[src/chain_cfg_pkg.sv]
// Constants shared by the configuration and error chain access logic.
package chain_cfg_pkg;

  // ---------------------------------------------------------------------
  // Chain geometry
  // ---------------------------------------------------------------------
  localparam int ONCE_BITS = 367;  // Bits shifted in from the boot ROM.
  localparam int ONCE_USED = 304;  // Bits actually held as configuration.
  localparam int MANY_BITS = 36;   // Rewritable chain length.
  localparam int ERR_BITS  = 60;   // Error-capture chain length.
  localparam int FIELD_W   = 6;    // Bits moved per register access.
  localparam int DATA_W    = 64;   // Internal register data width.
  localparam int CNT_W     = 9;    // Wide enough to count ONCE_BITS.

  // ---------------------------------------------------------------------
  // Register selection and field positions
  // ---------------------------------------------------------------------
  localparam logic SEL_DATA_PORT = 1'h0;  // chain_data_port.
  localparam logic SEL_SHIFT_TRIG = 1'h1; // chain_shift_trigger.
  localparam int   TRIG_BIT      = 0;     // Shift request bit.

  // ---------------------------------------------------------------------
  // Loader states
  // ---------------------------------------------------------------------
  typedef enum logic [1:0] {
    LD_WAIT_BUILT_IN_SELF_TEST,
    LD_SHIFT,
    LD_DONE
  } load_state_t;

endpackage : chain_cfg_pkg

[src/cache_unit_config_chains.sv]
// Serial access logic for the one-time, rewritable and error-capture chains.
`timescale 1ns/100ps

module cache_unit_config_chains
  import chain_cfg_pkg::*;
#(
  parameter int ONCE_LEN  = ONCE_BITS,
  parameter int ONCE_KEEP = ONCE_USED,
  parameter int MANY_LEN  = MANY_BITS,
  parameter int ERR_LEN   = ERR_BITS
) (
  input  wire logic                 clk_sys,
  input  wire logic                 rst,
  input  wire logic                 built_in_self_test_done,
  input  wire logic                 rom_bit_in,
  input  wire logic                 reg_wr,
  input  wire logic                 reg_rd,
  input  wire logic                 reg_sel,
  input  wire logic [DATA_W-1:0]    reg_wdata,
  input  wire logic                 wr_retire,
  input  wire logic                 err_capture,
  input  wire logic [ERR_LEN-1:0]   err_word,
  output logic                      rom_shift_q,
  output logic                      once_done_q,
  output logic [ONCE_KEEP-1:0]      once_cfg_q,
  output logic [MANY_LEN-1:0]       many_cfg_q,
  output logic [DATA_W-1:0]         rd_data_q,
  output logic                      rd_valid_q
);

  // ---------------------------------------------------------------------
  // Helpers
  // ---------------------------------------------------------------------
  // Decodes a privileged write to one of the two registers.
  function automatic logic reg_hit(input logic wr, input logic sel,
                                   input logic target);
    return wr && (sel == target);
  endfunction : reg_hit

  logic trig_wr;
  logic port_wr;
  logic shift_req;

  // Only a one in the trigger bit asks for a shift; zero writes do nothing.
  assign trig_wr   = reg_hit(reg_wr, reg_sel, SEL_SHIFT_TRIG);
  assign port_wr   = reg_hit(reg_wr, reg_sel, SEL_DATA_PORT);
  assign shift_req = trig_wr && reg_wdata[TRIG_BIT];

  // ---------------------------------------------------------------------
  // One-time chain loader
  // ---------------------------------------------------------------------
  load_state_t          ld_state_q, ld_state_d;
  logic [CNT_W-1:0]     cnt_q, cnt_d;
  logic [ONCE_KEEP-1:0] once_cfg_d;
  logic                 rom_shift_d;
  logic                 once_done_d;

  // Only the low ONCE_KEEP bits are stored; the early, unused bits fall out
  // of the top, so no storage is spent on them.
  always_comb begin
    ld_state_d  = ld_state_q;
    cnt_d       = cnt_q;
    once_cfg_d  = once_cfg_q;
    rom_shift_d = 1'b0;
    once_done_d = once_done_q;
    unique case (ld_state_q)
      LD_WAIT_BUILT_IN_SELF_TEST: begin
        if (built_in_self_test_done) begin
          ld_state_d  = LD_SHIFT;
          rom_shift_d = 1'b1;
          cnt_d       = '0;
        end
      end
      LD_SHIFT: begin
        once_cfg_d = {once_cfg_q[ONCE_KEEP-2:0], rom_bit_in};
        if (cnt_q == CNT_W'(ONCE_LEN - 1)) begin
          ld_state_d  = LD_DONE;
          once_done_d = 1'b1;
        end else begin
          cnt_d       = cnt_q + CNT_W'(1);
          rom_shift_d = 1'b1;
        end
      end
      LD_DONE: begin
        once_done_d = 1'b1;
      end
    endcase
  end

  // Loader registers.
  always_ff @(posedge clk_sys) begin
    if (rst) begin
      ld_state_q  <= LD_WAIT_BUILT_IN_SELF_TEST;
      cnt_q       <= '0;
      once_cfg_q  <= '0;
      rom_shift_q <= 1'b0;
      once_done_q <= 1'b0;
    end else begin
      ld_state_q  <= ld_state_d;
      cnt_q       <= cnt_d;
      once_cfg_q  <= once_cfg_d;
      rom_shift_q <= rom_shift_d;
      once_done_q <= once_done_d;
    end
  end

  // ---------------------------------------------------------------------
  // Rewritable chain, error chain and data port
  // ---------------------------------------------------------------------
  logic [FIELD_W-1:0]  hold_q, hold_d;
  logic                pend_q, pend_d;
  logic [MANY_LEN-1:0] many_cfg_d;
  logic [ERR_LEN-1:0]  err_q, err_d;
  logic [FIELD_W-1:0]  port_q, port_d;
  logic [DATA_W-1:0]   rd_data_d;
  logic                rd_valid_d;

  // A data port write fills the holding register and port_q; the chain moves at
  // retire so that a squashed write never disturbs configuration.
  always_comb begin
    hold_d     = hold_q;
    pend_d     = pend_q;
    many_cfg_d = many_cfg_q;
    err_d      = err_q;
    port_d     = port_q;
    if (pend_q && wr_retire) begin
      many_cfg_d = {many_cfg_q[MANY_LEN-FIELD_W-1:0], hold_q};
      pend_d     = 1'b0;
    end
    if (port_wr) begin
      hold_d = reg_wdata[FIELD_W-1:0];
      port_d = reg_wdata[FIELD_W-1:0];
      pend_d = 1'b1;
    end
    // Newly captured errors win over a shift in the same cycle.
    if (err_capture) begin
      err_d = err_word;
    end else if (shift_req) begin
      err_d = {{FIELD_W{1'b0}}, err_q[ERR_LEN-1:FIELD_W]};
    end
    if (shift_req) begin
      port_d = err_q[FIELD_W-1:0];
    end
    rd_valid_d = reg_rd && (reg_sel == SEL_DATA_PORT);
    rd_data_d  = '0;
    if (rd_valid_d) begin
      rd_data_d = {{(DATA_W-FIELD_W){1'b0}}, port_q};
    end
  end

  // Chain and port registers.
  always_ff @(posedge clk_sys) begin
    if (rst) begin
      hold_q     <= '0;
      pend_q     <= 1'b0;
      many_cfg_q <= '0;
      err_q      <= '0;
      port_q     <= '0;
      rd_data_q  <= '0;
      rd_valid_q <= 1'b0;
    end else begin
      hold_q     <= hold_d;
      pend_q     <= pend_d;
      many_cfg_q <= many_cfg_d;
      err_q      <= err_d;
      port_q     <= port_d;
      rd_data_q  <= rd_data_d;
      rd_valid_q <= rd_valid_d;
    end
  end

  // Counts bits actually taken from the ROM, independent of cnt_q.
  logic [CNT_W-1:0] taken_q;
  always_ff @(posedge clk_sys) begin
    if (rst) begin
      taken_q <= '0;
    end else if (ld_state_q == LD_SHIFT) begin
      taken_q <= taken_q + CNT_W'(1);
    end
  end
endmodule : cache_unit_config_chains

[config.mk]
export PLATFORM = sky130hd
export DESIGN_NAME = cache_unit_config_chains
export DESIGN_NICKNAME = d
export VERILOG_FILES = /design/src/chain_cfg_pkg.sv /design/src/cache_unit_config_chains.sv
export SDC_FILE = /design/constraint.sdc
export NUM_CORES = 1
export LEC_CHECK = 0
export BUFFER_PORTS_ARGS = -buffer_cell sky130_fd_sc_hd__buf_2
export CAP_MARGIN = 15
export CORE_AREA = 2 2 212 214
export CTS_BUF_LIST = sky130_fd_sc_hd__clkbuf_8
export DETAILED_ROUTE_END_ITERATION = 10
export DIE_AREA = 0 0 214 216
export GPL_ROUTABILITY_DRIVEN = 0
export HOLD_SLACK_MARGIN = 0.12
export PLACE_DENSITY_LB_ADDON = 0.05
export RECOVER_POWER = 25
export SLEW_MARGIN = 5
export SYNTH_ARGS = -nofsm -noshare
export SYNTH_HDL_FRONTEND = slang
export SYNTH_SLANG_ARGS = --single-unit
export TNS_END_PERCENT = 50
[constraint.sdc]
create_clock -name clk_sys -period 1.5 [get_ports clk_sys]
set_input_delay 0.3 -clock clk_sys [delete_from_list [all_inputs] [get_ports clk_sys]]
set_output_delay 0.3 -clock clk_sys [all_outputs]
set_load 0.01 [all_outputs]
==> run metrics <==
Final Hold Fails=0; fraction of synthesized area in multiplexers=7.65%; Post-DP HPWL=31.9 mm; Critical Path AT=1.99 ns; Seq cells post-synth=433; status=complete, but fails checks; Seq/Total Area, Yosys=between 50% and 60%; Slew @ Worst Pin=0.688 ns; initial DRC count=820; total negative slack=-0.0255 ns; Post-Syn Area=16,100 um2; first-pass GRT wire length=between 70 and 80 mm; Worst Path Required=1.97 ns; Rel. slew slack=54.1%; total power=24.4 mW; root buf cell=clkbuf_8; synth warn=0; max frequency=between 0.6 and 0.7 GHz; P&R area growth vs syn=34.3%; switching share of power=about a quarter; prevailing post-synth register cell=dfxtp_1; row cnt=77; Async SR Flop Fraction=0%; critical path start-end classification=input port to flop; number of synthesized flops with an enable pin=0; Setup WS post-layout=-0.0135 ns; largest net degree at the start of global routing=77; Pre-antenna DRT Iters=5; fraction of layout cells with a size suffix above 1=30.4%; Clock Power Share=44.8%; Pleak=9.23 nW; Worst setup SP type=input port; sequential power share=about half; Avg Inst Size Synth=around 8.3 um2; drt drc=0; largest family of logic cells by synthesized area=simple AND/OR/NAND/NOR gates; IO Port Bufs=approximately 420; cell count after synthesis=1,943; fin crit period=around 1.5 ns; Final Hold Slack=0.233 ns; commonest non-fill, non-tap cell in the layout=nand2_1; TritonCTS Buffers=77; Die Y=216 um; IO Count=between 500 and 600; maximum VDD drop=0.613 mV; Slew Viols, Final=0; Starting Density=36.8%; dpl ws=-0.0339 ns; vias in the first global route=13,500; Fillers=4,341; CTS clock-pin slew for the worst setup and hold paths=0.05 ns; clock sinks=433; RSZ-0062 raised after global routing=true; leading cell types in the layout, fill and taps excluded=nand2_1 (692), buf_2 (363), a21oi_1 (354); initial antenna violation count=1; Die Footprint=46,200 um2; final WL=47.0 mm; Crit. End Element=flop; xor/xnor share of the synthesized area=less than 1%; worst skew pair latency=between 0.6 and 0.7 ns; WL per Instance=15.1 um; failing checks=negative setup slack; gr usage total=19.5%; CTS max path bufs=3; DR vias/cell=about 4.6; Yosys cell types=40; core area=about 44,000 um2; Simple-Gate Fraction of Synth Area=19.5%; Final setup viols=2; Adder-Cell Fraction of Synth Area=0.155%; die width=214 um; Final Cycle Share=101%; Final Util=~50%; grt ovf=0; MaxCap Viol Count=0; worst hold path class=input port to flop; H-tree Lvls=3; via count=14,400; crit-path max FO=32; power density over the cells=1120 nW/um2; fin nets=about 2,600; cell-internal power=18.4 mW; Post-DRT Antenna Nets=0; P_sw=5.97 mW; Comb pwr share=7.2%; Max Clock Skew=0.0154 ns; CTS tree=built; compound-cell area share of the yosys netlist=12.1%
==> per-layer routing <==
layer  track usage [%]  vias to the layer above  share of wire (%)
met4              7.58                        0                2.3
met3              6.58                       81                7.7
li1                  -                     7235                  -
met5                 0                        -                  0
met2              30.9                      400                 46
met1              24.5                     6668                 44
==> repair_timing <==
action                     CTS  global route
gates resized for setup     97            62
pin swaps                    0             1
hold endpoints to repair    87             0
cloned                       0             0
hold buffers                81             0
setup endpoints to repair   87           181
buffers inserted             1             0
==> final timing paths <==
| kind | startpoint | endpoint | slack, ns | cells past startpoint |
|---|---|---|---|---|
| setup / recovery | rst | cnt_q[6] | -0.01 | 5 |
| hold reg to reg | hold_q[3] | many_cfg_q[3] | 0.44 | 2 |
| hold / removal | reg_sel | port_q[2] | 0.23 | 5 |
| setup reg to reg | cnt_q[0] | cnt_q[1] | -0.01 | 7 |
==> cells in the mapped netlist, types with 3 or more instances <==
library cell  count  area share [%]
or3_1             3            0.12
buf_4            58             2.7
nand3_1           4            0.12
and2_1            9            0.35
nand2_1         693              16
mux2_2           55             3.8
nand3b_1         11            0.51
nor2_1           67             1.6
mux2i_1          60             3.7
clkbuf_1         77             1.8
a221oi_1          5            0.27
buf_1             5            0.12
inv_1            12            0.28
dfxtp_1         433              54
o21ai_0           7            0.22
o211ai_1          3            0.14
a21oi_1         354              11
buf_2            59             1.8
==> critical path: stages <==
cell,delay [ns]
dlygate4sd3_1,0.57
buf_8,0.22
buf_2,0.60
nand2b_1,0.19
o32ai_1,0.08
==> final cells by class <==
class                   instances  area [um2]  share of cell area, %
clock inverters                36         158                  0.728
multi-input cells            1356        6640                   30.7
repair buffers                573        3880                   17.9
well taps                     592         741                   3.42
clock buffers                 102        1400                   6.48
flip-flops and latches        433        8800                   40.6
inverters                      12        45.0                  0.208
diodes                          1        2.50                 0.0115
==> state kept, by name, summed over array words and instances, names as in the netlist <==
| name | cells |
|---|---|
| hold_q | 6 |
| once_done_q | 1 |
| cnt_q | 9 |
| many_cfg_q | 36 |
| err_q | 60 |
| pend_q | 1 |
| ld_state_q | 2 |
| once_cfg_q | 304 |
| rd_data_q | 6 |
| rd_valid_q | 1 |
| rom_shift_q | 1 |
| port_q | 6 |
==> metrics by stage <==
step                cell area [um2]  std cells
finish                        21700       3105
global route                  21700       3104
CTS                           21700       3104
detailed placement            19100       2884
global placement              19100       2884
floorplan                     16400       2000
==> power groups by stage <==
stage | logic (mW) | registers (mW) | clock network (mW)
2_1_floorplan | 1.13 | 11.9 | 0
3_3_place_gp | 1.60 | 12.0 | 0
3_5_place_dp | 1.61 | 12.0 | 0
4_1_cts | 1.79 | 11.7 | 11.3
5_1_grt | 1.91 | 11.7 | 11.8
6_report | 1.75 | 11.7 | 10.9
==> kinds of logic (layout without fill, tap and decap cells) <==
kind of cell             Yosys count  after routing
AND/OR/NAND/NOR                  802            802
buffers and inverters            211            723
multiplexers                     116            116
other                              1             59
adder cells (fa/ha/maj)            2              2
AO/OA/AOI/OAI                    376            376
XOR/XNOR                           2              2
flip-flops                       433            433
Power figures use the tool's default switching activity.
